File: src/isc_params.svh
// constants for the infeed sequence control block
`ifndef ISC_PARAMS_SVH
`define ISC_PARAMS_SVH
`define ISC_CLK_HZ        10000000
`define ISC_TICK_US       1000
`define ISC_HARM_N        8
`define ISC_ADR_CTRL      8'h00
`define ISC_ADR_STATUS    8'h04
`define ISC_ADR_CWDISP    8'h08
`define ISC_ADR_MISSING   8'h0c
`define ISC_ADR_FAULTW    8'h10
`define ISC_ADR_OFFDLY    8'h14
`define ISC_ADR_REACTFIX  8'h18
`define ISC_ADR_IMAX      8'h1c
`define ISC_ADR_REACT     8'h20
`define ISC_ADR_HARM      8'h24
`define ISC_CTRL_BUSMODE  16
`define ISC_CW_ON         0
`define ISC_CW_QS         1
`define ISC_CW_EN         3
`define ISC_CW_DMOT       5
`define ISC_CW_IREG       6
`define ISC_CW_ACK        7
`define ISC_CW_MST        10
`define ISC_SW_RDYON      0
`define ISC_SW_RDYOP      1
`define ISC_SW_RUN        2
`define ISC_SW_FAULT      3
`define ISC_SW_NOQS       4
`define ISC_SW_INH        6
`define ISC_SW_ALARM      7
`define ISC_SW_MST        9
`define ISC_SW_PRECH      11
`define ISC_SW_LCFB       12
`define ISC_ME_ON         0
`define ISC_ME_QS         1
`define ISC_ME_EN         3
`define ISC_ME_PE         4
`define ISC_OPD_WAITEN    8'h00
`define ISC_OPD_RUN       8'h01
`define ISC_OPD_INHIBIT   8'h10
`define ISC_OPD_READY     8'h11
`define ISC_OPD_PRECHG    8'h12
`define ISC_OPD_CLOSE     8'h13
`define ISC_OPD_OFFDLY    8'h14
`define ISC_OPD_OPEN      8'h15
`define ISC_RST_OFFDLY    16'h0000
`define ISC_RST_IMAX      16'h7fff
`define ISC_RST_CTRL      17'h00000
`endif

File: src/isc_pkg.sv
// types of the infeed sequence control block
`include "isc_params.svh"
package isc_pkg;
  typedef enum logic [7:0] {
    ST_INHIBIT = 8'h01,
    ST_READY   = 8'h02,
    ST_PRECHG  = 8'h04,
    ST_CLOSE   = 8'h08,
    ST_RDYOP   = 8'h10,
    ST_RUN     = 8'h20,
    ST_OFFDLY  = 8'h40,
    ST_OPEN    = 8'h80
  } isc_state_e;

  typedef struct packed {
    logic on_cmd_source;
    logic quick_stop_source_a;
    logic quick_stop_source_b;
    logic enable_operation_source;
    logic disable_motoring_source;
    logic inhibit_regen_source;
    logic ack_source_a;
    logic ack_source_b;
    logic ack_source_c;
    logic master_ctrl_source;
    logic pulse_enable_terminal;
    logic precharge_done;
    logic contactor_fb;
    logic fault_cause;
    logic alarm_cause;
  } isc_pins_s;

  typedef struct packed {
    logic precharge_cmd;
    logic contactor_cmd;
    logic pulses_on;
    logic motoring_ok;
    logic regen_ok;
  } isc_power_s;

  typedef struct packed {
    isc_pins_s   sync1;
    isc_pins_s   sync2;
    logic        on_prev;
    logic        ack_prev;
    isc_state_e  st;
    logic [15:0] tick_cnt;
    logic [15:0] dly_cnt;
    logic        fault;
    logic [15:0] bus_cw;
    logic        bus_mode;
    logic [15:0] off_delay;
    logic [15:0] react_fix;
    logic [15:0] imax;
    logic [15:0] react_out;
    logic        inductive;
    logic [15:0] sword;
    logic        ack;
    logic [31:0] rdata;
    logic [2:0]  harm_idx;
    logic [2:0]  harm_idx_d;
    logic [7:0]  harm_order;
    logic [7:0]  harm_scale;
    logic        harm_valid;
    isc_power_s  power;
  } isc_main_s;
endpackage : isc_pkg

File: src/isc_harm_mem.sv
// harmonic order and scaling table with registered read
`timescale 1ns/10ps
`include "isc_params.svh"
module isc_harm_mem #(
  parameter int WIDTH = 16,
  parameter int DEPTH = `ISC_HARM_N,
  parameter int AW    = 3
) (
  input  wire logic             clk_sys,
  input  wire logic             rst_n,
  input  wire logic             wr_en,
  input  wire logic [AW-1:0]    wr_addr,
  input  wire logic [WIDTH-1:0] wr_data,
  input  wire logic [AW-1:0]    rd_addr,
  output logic      [WIDTH-1:0] rd_data
);
  typedef struct packed {
    logic [DEPTH-1:0][WIDTH-1:0] mem;
    logic [WIDTH-1:0]            rdata;
  } isc_mem_s;

  isc_mem_s s_reg;
  isc_mem_s s_next;

  generate
    if (DEPTH < 1 || DEPTH > (1 << AW)) begin : g_chk
      $error("isc_harm_mem: depth does not fit address width");
    end
  endgenerate

  always_comb begin
    s_next = s_reg;
    if (wr_en && int'(wr_addr) < DEPTH) begin
      s_next.mem[wr_addr] = wr_data;
    end
    s_next.rdata = (int'(rd_addr) < DEPTH) ? s_reg.mem[rd_addr] : '0;
  end

  always_ff @(posedge clk_sys or negedge rst_n) begin
    if (!rst_n) begin
      s_reg <= '0;
    end else begin
      s_reg <= s_next;
    end
  end

  assign rd_data = s_reg.rdata;
endmodule : isc_harm_mem

File: src/isc_infeed_seq.sv
// infeed sequence control: power-up/down, words, reactive and harmonics
//
// The placing of the registers and the Avalon-MM slave port were chosen for this implementation.
`timescale 1ns/10ps
`include "isc_params.svh"
module isc_infeed_seq #(
  parameter int TICK_CYC = `ISC_CLK_HZ / 1000000 * `ISC_TICK_US,
  parameter int HARM_N   = `ISC_HARM_N
) (
  input  wire logic               clk_sys,
  input  wire logic               rst_n,
  input  wire logic [7:0]         avs_address,
  input  wire logic               avs_read,
  input  wire logic               avs_write,
  input  wire logic [31:0]        avs_writedata,
  input  wire logic [3:0]         avs_byteenable,
  output logic      [31:0]        avs_readdata,
  output logic                    avs_waitrequest,
  input  wire isc_pkg::isc_pins_s pins,
  input  wire logic [15:0]        reactive_dynamic_setpoint,
  input  wire logic [15:0]        active_setpoint,
  output isc_pkg::isc_power_s     power,
  output logic      [15:0]        bus_status_word,
  output logic      [15:0]        reactive_setpoint_display,
  output logic                    reactive_inductive,
  output logic      [2:0]         harm_index,
  output logic      [7:0]         harm_order,
  output logic      [7:0]         harm_scale,
  output logic                    harm_valid
);
  isc_pkg::isc_main_s s_reg;
  isc_pkg::isc_main_s s_next;

  localparam logic [15:0] TICK_LAST = 16'(TICK_CYC - 1);
  localparam logic [2:0]  HARM_LAST = 3'(HARM_N - 1);

  generate
    if (TICK_CYC < 1 || TICK_CYC > 65536) begin : g_tick_chk
      $error("isc_infeed_seq: TICK_CYC out of range");
    end
    if (HARM_N < 2 || HARM_N > 8) begin : g_harm_chk
      $error("isc_infeed_seq: HARM_N must be 2 to 8");
    end
  endgenerate

  logic        qs_ok;
  logic        on_rise;
  logic        ack_lvl;
  logic        ack_rise;
  logic        tick;
  logic        req;
  logic        wr_take;
  logic        harm_we;
  logic [15:0] cw;
  logic [15:0] cw_disp;
  logic [15:0] fa_ctrl;
  logic [15:0] fa_stat;
  logic [15:0] miss;
  logic [15:0] sw;
  logic [7:0]  opd;
  logic [15:0] mem_rd;
  logic [15:0] act_abs;
  logic signed [16:0] sum;
  logic signed [16:0] lim;
  logic signed [16:0] rq;

  function automatic logic [31:0] merge(input logic [31:0] old, input logic [31:0] wd,
                                        input logic [3:0] be);
    logic [31:0] r;
    r = old;
    for (int i = 0; i < 4; i++) begin
      if (be[i]) begin
        r[i*8 +: 8] = wd[i*8 +: 8];
      end
    end
    return r;
  endfunction : merge

  isc_harm_mem #(
    .WIDTH (16),
    .DEPTH (HARM_N),
    .AW    (3)
  ) u_harm (
    .clk_sys (clk_sys),
    .rst_n   (rst_n),
    .wr_en   (harm_we),
    .wr_addr (avs_writedata[18:16]),
    .wr_data (avs_writedata[15:0]),
    .rd_addr (s_reg.harm_idx),
    .rd_data (mem_rd)
  );

  always_comb begin
    s_next = s_reg;
    // only the second stage is read by logic
    s_next.sync1 = pins;
    s_next.sync2 = s_reg.sync1;

    // control word from terminals or from the bus
    cw = '0;
    if (s_reg.bus_mode) begin
      cw[`ISC_CW_ON]   = s_reg.bus_cw[`ISC_CW_ON];
      cw[`ISC_CW_QS]   = s_reg.bus_cw[`ISC_CW_QS];
      cw[`ISC_CW_EN]   = s_reg.bus_cw[`ISC_CW_EN];
      cw[`ISC_CW_DMOT] = s_reg.bus_cw[`ISC_CW_DMOT];
      cw[`ISC_CW_IREG] = s_reg.bus_cw[`ISC_CW_IREG];
      cw[`ISC_CW_ACK]  = s_reg.bus_cw[`ISC_CW_ACK];
      cw[`ISC_CW_MST]  = s_reg.bus_cw[`ISC_CW_MST];
    end else begin
      cw[`ISC_CW_ON]   = s_reg.sync2.on_cmd_source;
      cw[`ISC_CW_QS]   = s_reg.sync2.quick_stop_source_a
                         & s_reg.sync2.quick_stop_source_b;
      cw[`ISC_CW_EN]   = s_reg.sync2.enable_operation_source;
      cw[`ISC_CW_DMOT] = s_reg.sync2.disable_motoring_source;
      cw[`ISC_CW_IREG] = s_reg.sync2.inhibit_regen_source;
      cw[`ISC_CW_ACK]  = s_reg.sync2.ack_source_a | s_reg.sync2.ack_source_b
                         | s_reg.sync2.ack_source_c;
      cw[`ISC_CW_MST]  = s_reg.sync2.master_ctrl_source;
    end
    cw_disp = cw;
    cw_disp[`ISC_CW_ACK] = 1'b0;
    fa_ctrl = '0;
    fa_ctrl[`ISC_CW_ACK] = cw[`ISC_CW_ACK];

    qs_ok    = cw[`ISC_CW_QS];
    ack_lvl  = cw[`ISC_CW_ACK];
    on_rise  = cw[`ISC_CW_ON] & ~s_reg.on_prev;
    ack_rise = ack_lvl & ~s_reg.ack_prev;
    s_next.on_prev  = cw[`ISC_CW_ON];
    s_next.ack_prev = ack_lvl;

    // fault latch: a new cause wins over the acknowledge
    s_next.fault = s_reg.sync2.fault_cause | (s_reg.fault & ~ack_rise);

    // millisecond enable for the off delay
    tick = (s_reg.tick_cnt == TICK_LAST);
    s_next.tick_cnt = tick ? 16'h0000 : s_reg.tick_cnt + 16'h0001;

    // sequencer
    case (s_reg.st)
      isc_pkg::ST_INHIBIT: begin
        if (!cw[`ISC_CW_ON] && qs_ok && !s_reg.fault) begin
          s_next.st = isc_pkg::ST_READY;
        end
      end
      isc_pkg::ST_READY: begin
        if (!qs_ok || s_reg.fault) begin
          s_next.st = isc_pkg::ST_INHIBIT;
        end else if (on_rise && s_reg.sync2.pulse_enable_terminal) begin
          s_next.st = isc_pkg::ST_PRECHG;
        end
      end
      isc_pkg::ST_PRECHG: begin
        if (!qs_ok || s_reg.fault || !cw[`ISC_CW_ON]) begin
          s_next.st = isc_pkg::ST_OPEN;
        end else if (s_reg.sync2.precharge_done) begin
          s_next.st = isc_pkg::ST_CLOSE;
        end
      end
      isc_pkg::ST_CLOSE: begin
        if (!qs_ok || s_reg.fault || !cw[`ISC_CW_ON]) begin
          s_next.st = isc_pkg::ST_OPEN;
        end else if (s_reg.sync2.contactor_fb) begin
          s_next.st = isc_pkg::ST_RDYOP;
        end
      end
      isc_pkg::ST_RDYOP: begin
        if (!qs_ok || s_reg.fault || !cw[`ISC_CW_ON]) begin
          s_next.st = isc_pkg::ST_OPEN;
        end else if (cw[`ISC_CW_EN]) begin
          s_next.st = isc_pkg::ST_RUN;
        end
      end
      isc_pkg::ST_RUN: begin
        s_next.dly_cnt = 16'h0000;
        if (!qs_ok || s_reg.fault) begin
          s_next.st = isc_pkg::ST_OPEN;
        end else if (!cw[`ISC_CW_ON]) begin
          s_next.st = isc_pkg::ST_OFFDLY;
        end else if (!cw[`ISC_CW_EN]) begin
          s_next.st = isc_pkg::ST_RDYOP;
        end
      end
      isc_pkg::ST_OFFDLY: begin
        // drives brake meanwhile; pulse inhibit on them is the controller's job
        if (tick) begin
          s_next.dly_cnt = s_reg.dly_cnt + 16'h0001;
        end
        if (!qs_ok || s_reg.fault || !cw[`ISC_CW_EN]) begin
          s_next.st = isc_pkg::ST_OPEN;
        end else if (cw[`ISC_CW_ON]) begin
          s_next.st = isc_pkg::ST_RUN;
        end else if (s_reg.dly_cnt >= s_reg.off_delay) begin
          s_next.st = isc_pkg::ST_OPEN;
        end
      end
      isc_pkg::ST_OPEN: begin
        // reverse order: controller off, contactor opened, no precharge
        if (!s_reg.sync2.contactor_fb) begin
          s_next.st = isc_pkg::ST_INHIBIT;
        end
      end
      default: begin
        s_next.st = isc_pkg::ST_INHIBIT;
      end
    endcase

    s_next.power.precharge_cmd = (s_next.st == isc_pkg::ST_PRECHG);
    s_next.power.contactor_cmd = (s_next.st == isc_pkg::ST_CLOSE)
                                 | (s_next.st == isc_pkg::ST_RDYOP)
                                 | (s_next.st == isc_pkg::ST_RUN)
                                 | (s_next.st == isc_pkg::ST_OFFDLY);
    s_next.power.pulses_on     = (s_next.st == isc_pkg::ST_RUN)
                                 | (s_next.st == isc_pkg::ST_OFFDLY);
    s_next.power.motoring_ok   = s_next.power.pulses_on & ~cw[`ISC_CW_DMOT];
    s_next.power.regen_ok      = s_next.power.pulses_on & ~cw[`ISC_CW_IREG];

    // status word
    sw = '0;
    sw[`ISC_SW_RDYON] = (s_reg.st != isc_pkg::ST_INHIBIT)
                        & (s_reg.st != isc_pkg::ST_OPEN);
    sw[`ISC_SW_RDYOP] = (s_reg.st == isc_pkg::ST_RDYOP) | s_reg.power.pulses_on;
    sw[`ISC_SW_RUN]   = s_reg.power.pulses_on;
    sw[`ISC_SW_FAULT] = s_reg.fault;
    sw[`ISC_SW_NOQS]  = qs_ok;
    sw[`ISC_SW_INH]   = (s_reg.st == isc_pkg::ST_INHIBIT);
    sw[`ISC_SW_ALARM] = s_reg.sync2.alarm_cause;
    sw[`ISC_SW_MST]   = cw[`ISC_CW_MST];
    sw[`ISC_SW_PRECH] = s_reg.sync2.precharge_done;
    sw[`ISC_SW_LCFB]  = s_reg.sync2.contactor_fb;
    s_next.sword = sw;
    fa_stat = '0;
    fa_stat[`ISC_SW_FAULT] = s_reg.sword[`ISC_SW_FAULT];
    fa_stat[`ISC_SW_ALARM] = s_reg.sword[`ISC_SW_ALARM];

    case (s_reg.st)
      isc_pkg::ST_INHIBIT: opd = `ISC_OPD_INHIBIT;
      isc_pkg::ST_READY:   opd = `ISC_OPD_READY;
      isc_pkg::ST_PRECHG:  opd = `ISC_OPD_PRECHG;
      isc_pkg::ST_CLOSE:   opd = `ISC_OPD_CLOSE;
      isc_pkg::ST_RDYOP:   opd = `ISC_OPD_WAITEN;
      isc_pkg::ST_RUN:     opd = `ISC_OPD_RUN;
      isc_pkg::ST_OFFDLY:  opd = `ISC_OPD_OFFDLY;
      default:             opd = `ISC_OPD_OPEN;
    endcase
    miss = '0;
    if (opd == `ISC_OPD_WAITEN) begin
      miss[`ISC_ME_ON] = ~cw[`ISC_CW_ON];
      miss[`ISC_ME_QS] = ~qs_ok;
      miss[`ISC_ME_EN] = ~cw[`ISC_CW_EN];
      miss[`ISC_ME_PE] = ~s_reg.sync2.pulse_enable_terminal;
    end

    // reactive current: sum, sign as type, limit by the remaining headroom
    sum = signed'({s_reg.react_fix[15], s_reg.react_fix})
          + signed'({reactive_dynamic_setpoint[15], reactive_dynamic_setpoint});
    act_abs = active_setpoint[15] ? 16'(-active_setpoint) : active_setpoint;
    lim = signed'({1'b0, s_reg.imax}) - signed'({1'b0, act_abs});
    if (lim < 0) begin
      lim = '0;
    end
    if (sum > lim) begin
      rq = lim;
    end else if (sum < -lim) begin
      rq = -lim;
    end else begin
      rq = sum;
    end
    s_next.react_out = rq[15:0];
    s_next.inductive = rq < 0;

    // harmonic scan, one entry per cycle; order zero marks an empty slot
    s_next.harm_idx   = (s_reg.harm_idx == HARM_LAST) ? 3'h0 : s_reg.harm_idx + 3'h1;
    // table read takes two stages, so the shown index trails the scan by two
    s_next.harm_idx_d = (s_reg.harm_idx == 3'h0) ? HARM_LAST : s_reg.harm_idx - 3'h1;
    s_next.harm_order = mem_rd[7:0];
    s_next.harm_scale = mem_rd[15:8];
    s_next.harm_valid = (mem_rd[7:0] != 8'h00);

    // avalon slave: one wait state, read data loaded on the first edge
    req      = avs_read | avs_write;
    s_next.ack = req & ~s_reg.ack;
    wr_take  = avs_write & s_reg.ack;
    harm_we  = wr_take && avs_address == `ISC_ADR_HARM && avs_byteenable == 4'hf;
    if (avs_read && !s_reg.ack) begin
      case (avs_address)
        `ISC_ADR_CTRL:     s_next.rdata = {15'h0000, s_reg.bus_mode, s_reg.bus_cw};
        `ISC_ADR_STATUS:   s_next.rdata = {8'h00, opd, s_reg.sword};
        `ISC_ADR_CWDISP:   s_next.rdata = {16'h0000, cw_disp};
        `ISC_ADR_MISSING:  s_next.rdata = {16'h0000, miss};
        `ISC_ADR_FAULTW:   s_next.rdata = {fa_stat, fa_ctrl};
        `ISC_ADR_OFFDLY:   s_next.rdata = {16'h0000, s_reg.off_delay};
        `ISC_ADR_REACTFIX: s_next.rdata = {16'h0000, s_reg.react_fix};
        `ISC_ADR_IMAX:     s_next.rdata = {16'h0000, s_reg.imax};
        `ISC_ADR_REACT:    s_next.rdata = {15'h0000, s_reg.inductive, s_reg.react_out};
        default:           s_next.rdata = 32'h00000000;
      endcase
    end
    if (wr_take) begin
      case (avs_address)
        `ISC_ADR_CTRL: begin
          {s_next.bus_mode, s_next.bus_cw} = 17'(merge({15'h0000, s_reg.bus_mode,
                                      s_reg.bus_cw}, avs_writedata, avs_byteenable));
        end
        `ISC_ADR_OFFDLY: begin
          s_next.off_delay = 16'(merge({16'h0000, s_reg.off_delay}, avs_writedata,
                                       avs_byteenable));
        end
        `ISC_ADR_REACTFIX: begin
          s_next.react_fix = 16'(merge({16'h0000, s_reg.react_fix}, avs_writedata,
                                       avs_byteenable));
        end
        `ISC_ADR_IMAX: begin
          // top bit held low so the limit always fits a signed word
          s_next.imax = 16'(merge({16'h0000, s_reg.imax}, avs_writedata,
                                  avs_byteenable)) & 16'h7fff;
        end
        default: begin
        end
      endcase
    end
  end

  always_ff @(posedge clk_sys or negedge rst_n) begin
    if (!rst_n) begin
      s_reg           <= '0;
      s_reg.st        <= isc_pkg::ST_INHIBIT;
      s_reg.off_delay <= `ISC_RST_OFFDLY;
      s_reg.imax      <= `ISC_RST_IMAX;
      {s_reg.bus_mode, s_reg.bus_cw} <= `ISC_RST_CTRL;
    end else begin
      s_reg <= s_next;
    end
  end

  assign avs_waitrequest           = req & ~s_reg.ack;
  assign avs_readdata              = s_reg.rdata;
  assign power                     = s_reg.power;
  assign bus_status_word           = s_reg.sword;
  assign reactive_setpoint_display = s_reg.react_out;
  assign reactive_inductive        = s_reg.inductive;
  assign harm_index                = s_reg.harm_idx_d;
  assign harm_order                = s_reg.harm_order;
  assign harm_scale                = s_reg.harm_scale;
  assign harm_valid                = s_reg.harm_valid;
endmodule : isc_infeed_seq

File: config.mk
export PLATFORM = sky130hd
export DESIGN_NAME = isc_infeed_seq
export DESIGN_NICKNAME = d
export VERILOG_FILES = /design/src/isc_pkg.sv /design/src/isc_harm_mem.sv /design/src/isc_infeed_seq.sv
export VERILOG_INCLUDE_DIRS = /design/src
export SDC_FILE = /design/constraint.sdc
export NUM_CORES = 1
export LEC_CHECK = 0
export BUFFER_PORTS_ARGS = -buffer_cell sky130_fd_sc_hd__buf_2
export CAP_MARGIN = 20
export CORE_UTILIZATION = 50
export CTS_CLUSTER_DIAMETER = 200
export CTS_CLUSTER_SIZE = 30
export DETAILED_ROUTE_END_ITERATION = 12
export PLACE_DENSITY = 0.77
export SLEW_MARGIN = 5
export SYNTH_ARGS = -nofsm -noshare
export SYNTH_HDL_FRONTEND = slang
export SYNTH_SLANG_ARGS = --single-unit
File: constraint.sdc
create_clock -name clk_sys -period 6.1 [get_ports clk_sys]
set_clock_uncertainty 0.15 [all_clocks]
set_input_delay 1.525 -clock clk_sys [delete_from_list [all_inputs] [get_ports clk_sys]]
set_output_delay 1.525 -clock clk_sys [all_outputs]
set_load 0.05 [all_outputs]
# == Word level (Yosys, flattened, before mapping) ==
# Index checks and enable logic that the tools add are counted.
# W data, S select, Z words.
# word_totals
reg_bits,369
input_bits,95
out_inout_bits,91
elab_cells,210
# classes
add_sub_neg,8
n_lt_le_gt_ge,8
n_eq_ne,28
muxes,39
n_bitwise,28
n_reduce_logical,30
# op_table
cell,count
$pmux W24 S9,1
$bwmux W128,1
$mux W8,16
$mux W16,5
$pmux W8 S8,1
$mux W17,3
$bmux W16 S3,1
$demux W16 S3,1
$eq A8 B5 Y1 const B,6
$pmux W5 S7,1
$lt A17 B1 Y1 const B,2
$add A16 B1 Y16 const B,2
$eq A8 B4 Y1 const B,4
$eq A8 B6 Y1 const B,4
$pmux W16 S2,1
$reduce_and A3 Y1,9
$eq A8 B3 Y1 const B,3
$add A16 B16 Y17,1
$gt A17 B17 Y1,1
$lt A17 B17 Y1,1
$neg A17 Y17,1
$sub A15 B16 Y17,1
$eq A16 B14 Y1 const B,1
$eq A8 B7 Y1 const B,2
28 further kinds,72

# == Logic depth before layout (Yosys ltp) ==
# Gate-level depths: netlist (run 1).
# depth
depth_word,11
mapped_depth,36
depth_no_buf,33

# == Cells and area by module ==
# Synthesis (run 1) repeated with hierarchy kept, for this count alone.
# unflattened
hier_cells,1682
area_unflattened_um2,19423.6
# modules_own_cells
module,n_inst,cells_per_inst,area_each_um2,seq_area_each_um2
isc_infeed_seq,1,1314,12974.9,5400.2
isc_harm_mem,1,368,6448.7,3603.5

# == Worst setup path after synthesis (run 1) ==
# Ideal clock, no wire load.
# synth_path
kind,input to register
start,input active_setpoint[9]
end,"register s_reg, in the netlist reactive_setpoint_display[15]"
setup_time_ps,120
arrival_ps,7322
required_ps,5830
path_slack_ps,-1492
stages,29
n_path_buf,3
path_cell_list,or4_1 -> or4_4 -> o31ai_1 -> xor2_1 -> ha_1 -> a21oi_1 -> inv_1 -> a21oi_1 -> nor2_2 -> a31o_1 -> buf_6 -> buf_6 -> nand2b_1 -> ha_1 -> clkbuf_1 -> nand2_1 -> inv_1 -> and3_1 -> xnor2_1 -> a21oi_1 -> ha_1 -> a21o_1 -> a2111oi_0 -> a21o_1 -> a31oi_1 -> o21ai_1 -> nor2_1 -> a2bb2o_1 -> a31o_1
# synth_between
elab_chain_cells,9
word_cells_on_any_way,10
cone_classes,3 x add/sub; 3 x order compare; 4 x mux
# synth_lines
element,line_no,rtl
from (decl),isc_infeed_seq.sv:21,"input wire logic [15:0] active_setpoint,"
$neg A16 Y16,isc_infeed_seq.sv:257,act_abs = active_setpoint[15] ? 16'(-active_setpoint) : active_setpoint;
$mux W16 *,isc_infeed_seq.sv:257,
$sub A15 B16 Y17 *,isc_infeed_seq.sv:258,"lim = signed'({1'b0, s_reg.imax}) - signed'({1'b0, act_abs});"
$lt A17 B1 Y1,isc_infeed_seq.sv:259,if (lim < 0) begin
$mux W17 *,isc_infeed_seq.sv:259,
$neg A17 Y17,"isc_infeed_seq.sv:264, isc_infeed_seq.sv:265",
$lt A17 B17 Y1,isc_infeed_seq.sv:264,end else if (sum < -lim) begin
$mux W17,isc_infeed_seq.sv:264,
$mux W17 *,isc_infeed_seq.sv:262,if (sum > lim) begin
via rq[15],isc_infeed_seq.sv:65,logic signed [16:0] rq;
to (signal assigned),isc_infeed_seq.sv:332,s_reg <= s_next;
to (decl),isc_infeed_seq.sv:31,isc_pkg::isc_main_s s_reg;
# The timed path passes the listed nets; every way through them passes the cells marked *.
# A chain may end at the register's enable or synchronous reset.

# == Worst setup path in the final report (run 1) ==
# layout_path
start,input active_setpoint[9]
end,"register s_reg, in the netlist reactive_setpoint_display[2]"
# Same word-level chain as after synthesis.

==> results of run 1 <==
worst paths after layout:
check,to,slack (ns),startpoint,cells after the start
max,reactive_setpoint_display[2],-0.29,active_setpoint[9],29
min,harm_scale[4],0.21,u_harm.rd_data[12],0
max reg2reg,reactive_setpoint_display[2],0.77,s_reg[94],25
min reg2reg,harm_scale[4],0.21,u_harm.rd_data[12],0
max in group asynchronous,u_harm.s_reg[61],3.68,rst_n,2
min in group asynchronous,s_reg[190],0.90,rst_n,1
report_power, final:
group / internal (mW) / total [mW] / switching, mW
Sequential: 2.42 / 2.46 / 0.0386
Combinational: 0.252 / 0.673 / 0.421
Clock: 0.477 / 1.20 / 0.724
Total: 3.15 / 4.33 / 1.18
per-layer routing:
metal / wire (um) / track usage [%] / vias up
met5: 13 / 0 / -
li1: - / - / 6282
met3: 2570 / 2.99 / 72
met4: 1490 / 8.90 / 2
met1: 21100 / 34.3 / 6942
met2: 24300 / 42.3 / 453
synthesized netlist by cell type (4+ instances only):
master and number:
sky130_fd_sc_hd__a222oi_1 6, sky130_fd_sc_hd__o21ai_0 57, sky130_fd_sc_hd__nand2_1 117, sky130_fd_sc_hd__o31ai_1 17, sky130_fd_sc_hd__a22oi_1 28, sky130_fd_sc_hd__a31oi_1 5, sky130_fd_sc_hd__a21o_1 28, sky130_fd_sc_hd__nor2_1 88
sky130_fd_sc_hd__dfrtp_1 343, sky130_fd_sc_hd__xor2_1 38, sky130_fd_sc_hd__nor3_1 14, sky130_fd_sc_hd__nand4b_1 7, sky130_fd_sc_hd__buf_4 88, sky130_fd_sc_hd__nand2b_1 23, sky130_fd_sc_hd__o22ai_1 5, sky130_fd_sc_hd__a221oi_1 12
sky130_fd_sc_hd__a22o_1 4, sky130_fd_sc_hd__nand3_1 30, sky130_fd_sc_hd__inv_1 46, sky130_fd_sc_hd__ha_1 87, sky130_fd_sc_hd__buf_1 5, sky130_fd_sc_hd__nor2b_1 13, sky130_fd_sc_hd__nand3b_1 7, sky130_fd_sc_hd__or4_1 4
sky130_fd_sc_hd__mux2_2 209, sky130_fd_sc_hd__nor4_1 10, sky130_fd_sc_hd__or3_1 18, sky130_fd_sc_hd__mux4_2 32, sky130_fd_sc_hd__o21a_1 11, sky130_fd_sc_hd__o211ai_1 4, sky130_fd_sc_hd__and3_1 19, sky130_fd_sc_hd__a21oi_1 66
sky130_fd_sc_hd__a211o_1 6, sky130_fd_sc_hd__clkbuf_1 58, sky130_fd_sc_hd__a211oi_1 7, sky130_fd_sc_hd__nor3b_1 8, sky130_fd_sc_hd__dfstp_2 16, sky130_fd_sc_hd__xnor2_1 29, sky130_fd_sc_hd__nand4_1 13
through the flow:
step	cell area [um^2]	util, %	hold WS (ns)
after detailed placement	21000	55.8	0.185
after floorplan	19300	-	0.181
after global placement	21000	55.8	0.182
after CTS	21700	57.7	0.204
after global routing	21900	58.2	0.212
final	21900	58.2	0.205
cell usage in the layout (no fill, tap or decap), types with 12 or more instances in the layout:
cell / synthesis / final
sky130_fd_sc_hd__nand2_1: 117 / 110
sky130_fd_sc_hd__buf_4: 88 / 157
sky130_fd_sc_hd__clkbuf_16: 0 / 15
sky130_fd_sc_hd__dfstp_2: 16 / 16
sky130_fd_sc_hd__nor2_1: 88 / 82
sky130_fd_sc_hd__xnor2_1: 29 / 27
sky130_fd_sc_hd__xor2_1: 38 / 36
sky130_fd_sc_hd__a21oi_1: 66 / 54
sky130_fd_sc_hd__mux2_2: 209 / 209
sky130_fd_sc_hd__ha_1: 87 / 85
sky130_fd_sc_hd__buf_2: 3 / 154
sky130_fd_sc_hd__nand3_1: 30 / 30
sky130_fd_sc_hd__mux4_2: 32 / 32
sky130_fd_sc_hd__and3_1: 19 / 16
sky130_fd_sc_hd__or3_1: 18 / 15
sky130_fd_sc_hd__a22oi_1: 28 / 28
sky130_fd_sc_hd__dfrtp_1: 343 / 341
sky130_fd_sc_hd__a21o_1: 28 / 28
sky130_fd_sc_hd__inv_1: 46 / 43
sky130_fd_sc_hd__nand4_1: 13 / 13
sky130_fd_sc_hd__o21ai_0: 57 / 47
sky130_fd_sc_hd__nand2b_1: 23 / 22
sky130_fd_sc_hd__nor3_1: 14 / 12
sky130_fd_sc_hd__nor2b_1: 13 / 13
sky130_fd_sc_hd__conb_1: 1 / 16
what timing repair did:
item / in CTS / in global routing
setup buffers: 9 / 8
gates resized for setup: 47 / 24
pin swaps: 18 / 12
setup endpoints to repair: 17 / 17
cells by family (layout without fill, tap and decap cells):
family	count (synthesis)	in the layout	synth area share (%)
AND/OR/NAND/NOR	397	397	10.8
other	1	17	0.0197
multiplexers	244	244	16.3
buffers and inverters	202	398	5.81
flip-flops	359	359	47.3
XOR/XNOR	67	67	3.08
adder cells (fa/ha/maj)	89	89	5.93
AO/OA/AOI/OAI	297	297	10.7
worst max-delay path: cells and delay by family:
| kind | cells | cell delay [ns] |
|---|---|---|
| AND/OR/NAND/NOR | 8 | 1.76 |
| buffers and inverters | 7 | 0.80 |
| adder cells (fa/ha/maj) | 3 | 0.60 |
| AO/OA/AOI/OAI | 10 | 1.79 |
| XOR/XNOR | 1 | 0.17 |
area by class of cell:
type | count | area share (%)
Antenna cell | 1 | 0.0114
Clock buffer | 25 | 1.89
Clock inverter | 1 | 0.0400
Inverter | 46 | 0.807
Multi-Input combinational cell | 1110 | 43.3
Sequential cell | 359 | 41.2
Tap cell | 511 | 2.92
Timing Repair Buffer | 326 | 9.89
==> metrics.md, run 1 <==
| Metric | Value |
|---|---|
| Status | `complete, but fails checks` |
| Failing checks | `negative setup slack` |
| Initial DRC count | `1,005` |
| Measured slew at the worst slew-check pin | `1.13 ns` |
| CP max stage delay | `0.51 ns` |
| Number of enable flip-flop cells after synthesis | `0` |
| Category of the worst setup path capture point | `flop` |
| Final non-filler cell total | `2,379` |
| Cell area power density | `198 nW/um^2` |
| Fill count | `2,999` |
| Clock transition at path regs | `0.12 ns` |
| Flip-flop count of the largest register after layout | `128` |
| Layout overhead on the synthesized area | `14.8%` |
| Total design power | `4.33 mW` |
| Top post-synthesis cells by area | `sky130_fd_sc_hd__dfrtp_1, sky130_fd_sc_hd__mux2_2, sky130_fd_sc_hd__ha_1` |
| Setup slack at placement | `-1.05 ns` |
| Placeable Area | `37,600 um^2` |
| Portion of synthesized cell area occupied by the leading cell type | `45.1%` |
| Most area-hungry cell type in the Yosys netlist | `sky130_fd_sc_hd__dfrtp_1` |
| Arr. time, crit path | `6.68 ns` |
| IR Drop Worst-Case VDD | `0.000136 V` |
| Final count of hold timing violations | `0` |
| Hpwl dp | `36,300 um` |
| Fin nets | `2,042` |
| Layout cells sized above 1 | `37.3%` |
| Max-cap viol count | `0` |
| Average cell area after synthesis | `11.5 um^2` |
| Root buf cell | `sky130_fd_sc_hd__clkbuf_16` |
| Maximum number of pins on one net before global-route repair | `131` |
| Number of port buffers | `156` |
| Overall via count from detail_route | `13,751` |
| Gate count of the mapped netlist | `1,656` |
| Critical path startpoint category | `input pin` |
| Leakage power figure | `10.7 nW` |
| Dominant synthesized flop cell | `sky130_fd_sc_hd__dfrtp_1` |
| Standard-cell rows | `71` |
| Total die area | `38,900 um^2` |
| Number of slew-limit violations in the final report | `0` |
| Cell at the slowest stage of the critical path | `sky130_fd_sc_hd__or4_4` |
| Die width | `197 um` |
| Overall die height | `197 um` |
| Post-synthesis sequential area ratio | `47.3%` |
| Global placement routability congestion | `0.943` |
| Wire length of the first global-routing pass | `76,100 um` |
| Summed negative setup slack over all endpoints | `-3.11 ns` |
| Classification of the worst setup path | `input pin to flop` |
| Routed len/inst | `20.8 um` |
| Slew Limit Headroom | `24.7%` |
| Final critical path time including I/O delays and setup | `6.39 ns` |
| H-tree depth | `1` |
| Vias per std cell | `5.78` |
| Synth Register Bits | `359` |
| TritonCTS clock tree | `yes` |
| Remaining DRCs | `0` |
| Number of global-route vias before repair | `13,642` |
| Data required, critical path | `6.39 ns` |
| Clock buffer count from CTS | `15` |
| Count of clock tree sinks | `359` |
| Path class of the lowest-slack min-delay path | `flop to flop` |
| Share of the cycle needed by the critical path after routing | `105%` |
| Post-CTS Hold Fix Bufs | `0` |
| Cell Area, Synth | `19,000 um^2` |
| Maximum buffer depth of the clock tree | `3` |
| Initial Utilization | `50.7%` |
| Area taken by multi-input logic gates | `9460 um^2` |
| Antenna violation net count after detailed routing | `0` |
| Maximum net fanout on the critical path | `7` |
| Final setup violating endpoints | `17` |
| Clock insertion delay at the later pin of the skew report | `0.52 ns` |
| Number of synthesis warnings | `0` |
| Number of placed instances, taps included | `2,334` |
| Peak clock frequency supported by timing | `157 MHz` |
| Global-route usage over all layers | `25.4%` |
| Total congestion overflow after global routing | `0` |
| Number of iterations in the first detailed-routing pass | `5` |
| Initial antenna violation count | `2` |
| Total routed wirelength | `49,500 um` |
| Top-level port count | `186` |
| Area used by sequential logic in the layout | `9010 um^2` |
| Setup repair after global routing missed its margin | `yes` |
| Worst setup margin | `-0.288 ns` |
| Number of distinct library cell variants in the gate-level netlist after synthesis | `90` |
| Asr flop ratio synth | `100%` |
Power figures use the tool's default switching activity.
==> run 2: changes to the inputs <==
--- a/config.mk
+++ b/config.mk
@@ -12,7 +12,7 @@
 export CTS_CLUSTER_DIAMETER = 200
 export CTS_CLUSTER_SIZE = 30
 export DETAILED_ROUTE_END_ITERATION = 12
-export PLACE_DENSITY = 0.77
+export PLACE_DENSITY = 0.74
 export SLEW_MARGIN = 5
 export SYNTH_ARGS = -nofsm -noshare
 export SYNTH_HDL_FRONTEND = slang
==> constraint.sdc (replaced) <==
create_clock -name clk_sys -period 5.9 [get_ports clk_sys]
set_clock_uncertainty 0.15 [all_clocks]
set_input_delay 1.475 -clock clk_sys [delete_from_list [all_inputs] [get_ports clk_sys]]
set_output_delay 1.475 -clock clk_sys [all_outputs]
set_load 0.05 [all_outputs]
==> run 2 against run 1 <==
  * The flow still finishes with violations (negative setup slack)
  * Critical path depth is 1 higher
  * Non-clock buffer count is 16 higher
  * Worst hold slack better by 0.0029 ns
  * Final cell count is 0.71% higher
  * Wire length is 0.68% higher
  * Clock power is 4% higher
  * Global-route usage is 0.23 points higher
  * Worst setup slack worse by 0.12 ns
  * Die area stayed put
  * Via count is 1.1% higher
  * Sequential share of layout area is 0.31 points lower
  * Largest cell class unchanged
  * Largest power group unchanged
==> metrics.md, run 2 (same netlist as run 1, synthesis figures left out) <==
| Metric | Value |
|---|---|
| Status | `complete, but fails checks` |
| Failing checks | `negative setup slack` |
| Classification of the worst setup path | `input pin to flop` |
| Share of the cycle needed by the critical path after routing | `107%` |
| Max-cap viol count | `0` |
| Cell at the slowest stage of the critical path | `sky130_fd_sc_hd__or4_4` |
| Fill count | `3,039` |
| Worst setup margin | `-0.409 ns` |
| Initial DRC count | `1,021` |
| Global-route usage over all layers | `25.6%` |
| Final setup violating endpoints | `17` |
| Critical path startpoint category | `input pin` |
| Clk pwr share | `27.8%` |
| Fraction of power spent switching nets | `27.5%` |
| TritonCTS clock tree | `yes` |
| Total congestion overflow after global routing | `0` |
| Vias per std cell | `5.80` |
| Arr. time, crit path | `6.60 ns` |
| Int Power | `3.26 mW` |
| Initial antenna violation count | `1` |
| Critical path buffers and inverters | `7` |
| CP max stage delay | `0.52 ns` |
| Flip-flop count of the largest register after layout | `128` |
| Peak clock frequency supported by timing | `158 MHz` |
| Maximum net fanout on the critical path | `5` |
| Count of clock tree sinks | `359` |
| Maximum buffer depth of the clock tree | `3` |
| Total design power | `4.50 mW` |
| Leakage power figure | `10.7 nW` |
| Total routed wirelength | `49,800 um` |
| Category of the worst setup path capture point | `flop` |
| Share of power burned in combinational logic | `15.7%` |
| Hpwl dp | `36,800 um` |
| Placeable Area | `37,600 um^2` |
| Total die area | `38,900 um^2` |
| Fraction of power consumed by sequential logic | `56.5%` |
| Overall die height | `197 um` |
| Cell area power density | `204 nW/um^2` |
| Fin nets | `2,059` |
| Most frequent cells in the layout | `sky130_fd_sc_hd__dfrtp_1, sky130_fd_sc_hd__mux2_2, sky130_fd_sc_hd__buf_4` |
| Standard-cell rows | `71` |
| Maximum number of pins on one net before global-route repair | `111` |
| Setup slack at placement | `-1.24 ns` |
| H-tree depth | `1` |
| Final Core Density | `58.6%` |
| Top-level port count | `186` |
| Layout cells sized above 1 | `38.6%` |
| Leading cell type in the layout, fill and taps excluded | `sky130_fd_sc_hd__dfrtp_1` |
| Overall via count from detail_route | `13,905` |
| Clock buffer count from CTS | `15` |
| Wire length of the first global-routing pass | `76,900 um` |
| Antenna violation net count after detailed routing | `0` |
| Path class of the lowest-slack min-delay path | `flop to flop` |
| Standard cell area after detailed placement | `21,100 um^2` |
| Origin of the critical flop-to-flop path | `s_reg[94]` |
| Final count of hold timing violations | `0` |
| Cell class contributing the biggest share of worst-path delay | `compound AO/OA/AOI/OAI gates` |
| Die width | `197 um` |
| Post-route design area | `22,000 um^2` |
| Clock transition at path regs | `0.12 ns` |
| Data required, critical path | `6.19 ns` |
| Initial Utilization | `50.7%` |
| Slew Limit Headroom | `31.7%` |
| Final critical path time including I/O delays and setup | `6.31 ns` |
| Measured slew at the worst slew-check pin | `1.02 ns` |
| Number of port buffers | `156` |
| Routed len/inst | `20.8 um` |
| Clock insertion delay at the later pin of the skew report | `0.53 ns` |
| Global placement routability congestion | `0.941` |
| Root buf cell | `sky130_fd_sc_hd__clkbuf_16` |
| Number of slew-limit violations in the final report | `0` |
| Setup repair after global routing missed its margin | `yes` |
| Remaining DRCs | `0` |
| Layout overhead on the synthesized area | `15.7%` |
| Number of iterations in the first detailed-routing pass | `6` |
| Hold path start | `u_harm.rd_data[14]` |
| Reported net switching power | `1.24 mW` |
| IR Drop Worst-Case VDD | `0.000153 V` |
| Post-CTS Hold Fix Bufs | `0` |
| Number of global-route vias before repair | `13,882` |
| Crit path launch | `active_setpoint[9]` |
==> run 2: worst register-to-register path, stage by stage (launching register included) <==
cell                        delay (ns)
sky130_fd_sc_hd__dfstp_2          0.57
sky130_fd_sc_hd__inv_1            0.09
sky130_fd_sc_hd__ha_1             0.22
sky130_fd_sc_hd__fa_1             0.39
sky130_fd_sc_hd__nand2b_1         0.19
sky130_fd_sc_hd__a211oi_2         0.26
sky130_fd_sc_hd__o21ai_2          0.13
sky130_fd_sc_hd__o21ai_2          0.23
sky130_fd_sc_hd__a31oi_4          0.14
sky130_fd_sc_hd__nor2_4           0.13
sky130_fd_sc_hd__inv_2            0.06
sky130_fd_sc_hd__ha_4             0.15
sky130_fd_sc_hd__nand2_2          0.05
sky130_fd_sc_hd__inv_2            0.05
sky130_fd_sc_hd__and3_4           0.18
sky130_fd_sc_hd__xnor2_2          0.18
sky130_fd_sc_hd__a21oi_1          0.10
sky130_fd_sc_hd__ha_1             0.30
sky130_fd_sc_hd__a21o_1           0.19
sky130_fd_sc_hd__a2111oi_4        0.31
sky130_fd_sc_hd__buf_4            0.18
sky130_fd_sc_hd__a31oi_4          0.08
sky130_fd_sc_hd__buf_6            0.14
sky130_fd_sc_hd__o21a_4           0.26
sky130_fd_sc_hd__nor2_4           0.16
sky130_fd_sc_hd__buf_6            0.11
sky130_fd_sc_hd__nand2_2          0.03
sky130_fd_sc_hd__o211ai_1         0.17
==> run 2: cell type report <==
cell class | instances | area, um^2 | share of cell area (%)
multi-input cells | 1111 | 9520 | 43.2
clock inverters | 1 | 8.76 | 0.0397
repair buffers | 342 | 2270 | 10.3
clock buffers | 25 | 413 | 1.87
inverters | 46 | 176 | 0.801
flip-flops and latches | 359 | 9010 | 40.9
well taps | 511 | 639 | 2.90
diodes | 1 | 2.50 | 0.0114
==> run 2: power groups by stage <==
stage          registers [mW]  logic, mW  clock network, mW
2_1_floorplan            2.57      0.390                  0
3_5_place_dp             2.59      0.636                  0
4_1_cts                  2.54      0.689               1.28
3_3_place_gp             2.59      0.624                  0
5_1_grt                  2.54      0.761               1.36
6_report                 2.54      0.707               1.25
==> run 2: final timing paths <==
path,cells after the start,slack [ns],end
worst min register to register,0,0.21,harm_scale[6]
max in group asynchronous,2,3.61,s_reg[26]
worst min-delay path,0,0.21,harm_scale[6]
worst max register to register,27,0.62,reactive_setpoint_display[13]
min in group asynchronous,1,0.81,s_reg[194]
worst max-delay path,30,-0.41,reactive_setpoint_display[13]
==> run 2: what timing repair did <==
action | CTS | global route
gates cloned | 1 | 0
endpoints found under the hold margin | 0 | 0
pin swaps | 35 | 18
buffers inserted | 21 | 3
resized for setup | 65 | 19
setup endpoints to repair | 17 | 17
==> run 2: per-stage QoR <==
step | hold WS (ns) | setup TNS [ns] | std cells
finish | 0.208 | -6.07 | 2396
global route | 0.221 | -9.81 | 2395
CTS | 0.211 | -5.01 | 2392
detailed placement | 0.186 | -18.59 | 2345
global placement | 0.182 | -16.71 | 2345
floorplan | 0.181 | -15.32 | 1671
==> run 2: layer usage <==
layer  GRT usage (%)  routed length, um  vias to the layer above  part of all wire (%)
li1                -                  -                     6336                     -
met4            8.99               1670                        2                   3.4
met1            34.0              21100                     7016                    42
met2            43.1              24300                      458                    49
met3            3.24               2760                       93                   5.5
met5               0                  9                        -                 0.018
==> run 3: changes to the inputs <==
--- a/config.mk
+++ b/config.mk
@@ -6,7 +6,7 @@
 export SDC_FILE = /design/constraint.sdc
 export NUM_CORES = 1
 export LEC_CHECK = 0
-export BUFFER_PORTS_ARGS = -buffer_cell sky130_fd_sc_hd__buf_2
+export BUFFER_PORTS_ARGS = -buffer_cell sky130_fd_sc_hd__buf_4
 export CAP_MARGIN = 20
 export CORE_UTILIZATION = 50
 export CTS_CLUSTER_DIAMETER = 200
==> run 3 against run 2 <==
  * The flow still finishes with violations (negative setup slack)
  * Non-clock buffer count down 7
  * Wire length down 0.69%
  * Critical path depth down 1
  * Utilization up 0.76 points
  * Critical path type unchanged
  * Register-to-register slack worse by 0.07 ns
  * Design area up 1.3%
==> metrics.md, run 3 (same netlist as run 1, synthesis figures left out) <==
| Metric | Value |
|---|---|
| Number of iterations in the first detailed-routing pass | `5` |
| Crit path launch | `active_setpoint[9]` |
| Max-cap viol count | `0` |
| Library cell appearing most often on the critical path | `sky130_fd_sc_hd__a21oi_2` |
| Maximum number of pins on one net before global-route repair | `102` |
| Antenna violation net count after detailed routing | `0` |
| Post-CTS Hold Fix Bufs | `0` |
| Fraction of power consumed by sequential logic | `56.4%` |
| Clock buffer count from CTS | `15` |
| Layout overhead on the synthesized area | `17.2%` |
| Summed negative setup slack over all endpoints | `-6.98 ns` |
| Peak clock frequency supported by timing | `156 MHz` |
| Clk pwr share | `27.6%` |
| Total congestion overflow after global routing | `0` |
| Standard cell area after detailed placement | `21,500 um^2` |
| Share of the cycle needed by the critical path after routing | `108%` |
| Overall via count from detail_route | `13,813` |
| Fin nets | `2,051` |
| Overall die height | `197 um` |
| FF-to-FF setup slack | `0.55 ns` |
| Total die area | `38,900 um^2` |
| Number of slew-limit violations in the final report | `0` |
| Failing checks | `negative setup slack` |
| IR Drop Worst-Case VDD | `0.000162 V` |
| Maximum buffer depth of the clock tree | `3` |
| Worst setup endpoint | `reactive_inductive` |
| Final Core Density | `59.4%` |
| Initial DRC count | `983` |
| Slew Limit Headroom | `31.8%` |
| Clock insertion delay at the later pin of the skew report | `0.52 ns` |
| H-tree depth | `1` |
| Hpwl dp | `36,800 um` |
| Setup repair after global routing missed its margin | `yes` |
| Final critical path time including I/O delays and setup | `6.39 ns` |
| Layout cells sized above 1 | `37.5%` |
| Depth of the worst register-to-register path | `25` |
| Path class of the lowest-slack min-delay path | `flop to flop` |
| Number of placed instances, taps included | `2,351` |
| Number of port buffers | `156` |
| Hold WS | `0.206 ns` |
| Total routed wirelength | `49,500 um` |
| Initial antenna violation count | `0` |
| Maximum net fanout on the critical path | `4` |
| Post-route design area | `22,300 um^2` |
| Antenna cells | `0` |
| TritonCTS clock tree | `yes` |
| Remaining DRCs | `0` |
| Arr. time, crit path | `6.61 ns` |
| Root buf cell | `sky130_fd_sc_hd__clkbuf_16` |
| Int Power | `3.28 mW` |
| Cell area power density | `202 nW/um^2` |
| CP max stage delay | `0.51 ns` |
| Origin of the critical flop-to-flop path | `s_reg[94]` |
| Critical register-to-register path endpoint | `reactive_inductive` |
| Fraction of power spent switching nets | `27.3%` |
| Number of global-route vias before repair | `14,089` |
| Final count of hold timing violations | `0` |
| Share of power burned in combinational logic | `16.0%` |
| Leakage power figure | `10.8 nW` |
| Clock transition at path regs | `0.11 ns` |
| Measured slew at the worst slew-check pin | `1.02 ns` |
| Final non-filler cell total | `2,387` |
| Total design power | `4.51 mW` |
| Leading cell type in the layout, fill and taps excluded | `sky130_fd_sc_hd__dfrtp_1` |
| Global-route usage over all layers | `25.5%` |
| Setup slack at placement | `-1.16 ns` |
| Most frequent cells in the layout | `sky130_fd_sc_hd__dfrtp_1, sky130_fd_sc_hd__buf_4, sky130_fd_sc_hd__mux2_2` |
| Top-level port count | `186` |
| Standard-cell rows | `71` |
| Routed len/inst | `20.7 um` |
| Wire length of the first global-routing pass | `77,700 um` |
| Die width | `197 um` |
| Status | `complete, but fails checks` |
| Flip-flop count of the largest register after layout | `128` |
| Vias per std cell | `5.79` |
| Data required, critical path | `6.12 ns` |
| Category of the worst setup path capture point | `flop` |
| Cell at the slowest stage of the critical path | `sky130_fd_sc_hd__or4_4` |
| Reported net switching power | `1.23 mW` |
| Count of clock tree sinks | `359` |
| Final setup violating endpoints | `17` |
| Critical path startpoint category | `input pin` |
| Worst setup margin | `-0.492 ns` |
| Global placement routability congestion | `0.925` |
| Initial Utilization | `50.7%` |
| Placeable Area | `37,600 um^2` |
| Classification of the worst setup path | `input pin to flop` |
-- run 3: what timing repair did --
| item | 4_1_cts | 5_1_grt |
|---|---|---|
| setup buffers | 5 | 8 |
| gates resized for setup | 31 | 41 |
| pin swaps | 10 | 11 |
| setup endpoints to repair | 17 | 17 |
| gates cloned | 0 | 0 |
-- run 3: worst max-delay path, delay by kind of cell --
kind / cells / cell delay, ns
compound gates: 12 / 2.01
xor+xnor: 2 / 0.32
fa+ha+maj: 3 / 0.72
buf+inv: 6 / 0.67
simple gates: 6 / 1.41
-- run 3: area by class of cell --
type                    count  area (um^2)
fillers                  3034        15300
multi-input cells        1110         9480
flip-flops and latches    359         9010
repair buffers            335         2600
well taps                 511          639
clock buffers              25          413
inverters                  46          173
clock inverters             1         8.76
-- run 3: metal layers --
layer  vias up  part of all wire (%)  global-route usage, %
li1       6319                     -                      -
met1      7012                    43                   34.3
met2       397                    49                   43.0
met3        85                   5.2                   3.35
met4         0                   3.1                   7.92
met5         -                     0                      0
-- run 3: worst min-delay path by stage --
stage                        from                 end  slack (ns)  depth (start not counted)
3_5_place_dp   u_harm.rd_data[10]       harm_scale[2]        0.18                          0
3_3_place_gp          s_next[207]          s_reg[207]        0.18                          0
2_1_floorplan          s_next[68]  bus_status_word[7]        0.18                          0
5_1_grt               s_next[216]          s_reg[216]        0.22                          0
6_report       u_harm.rd_data[10]       harm_scale[2]        0.21                          0
4_1_cts        u_harm.rd_data[10]       harm_scale[2]        0.21                          0
-- run 3: power by group through the flow --
stage / clock (mW) / sequential [mW] / combinational [mW]
final: 1.24 / 2.54 / 0.724
after global routing: 1.36 / 2.55 / 0.779
after CTS: 1.27 / 2.54 / 0.693
after detailed placement: 0 / 2.59 / 0.672
after global placement: 0 / 2.59 / 0.656
after floorplan: 0 / 2.57 / 0.390
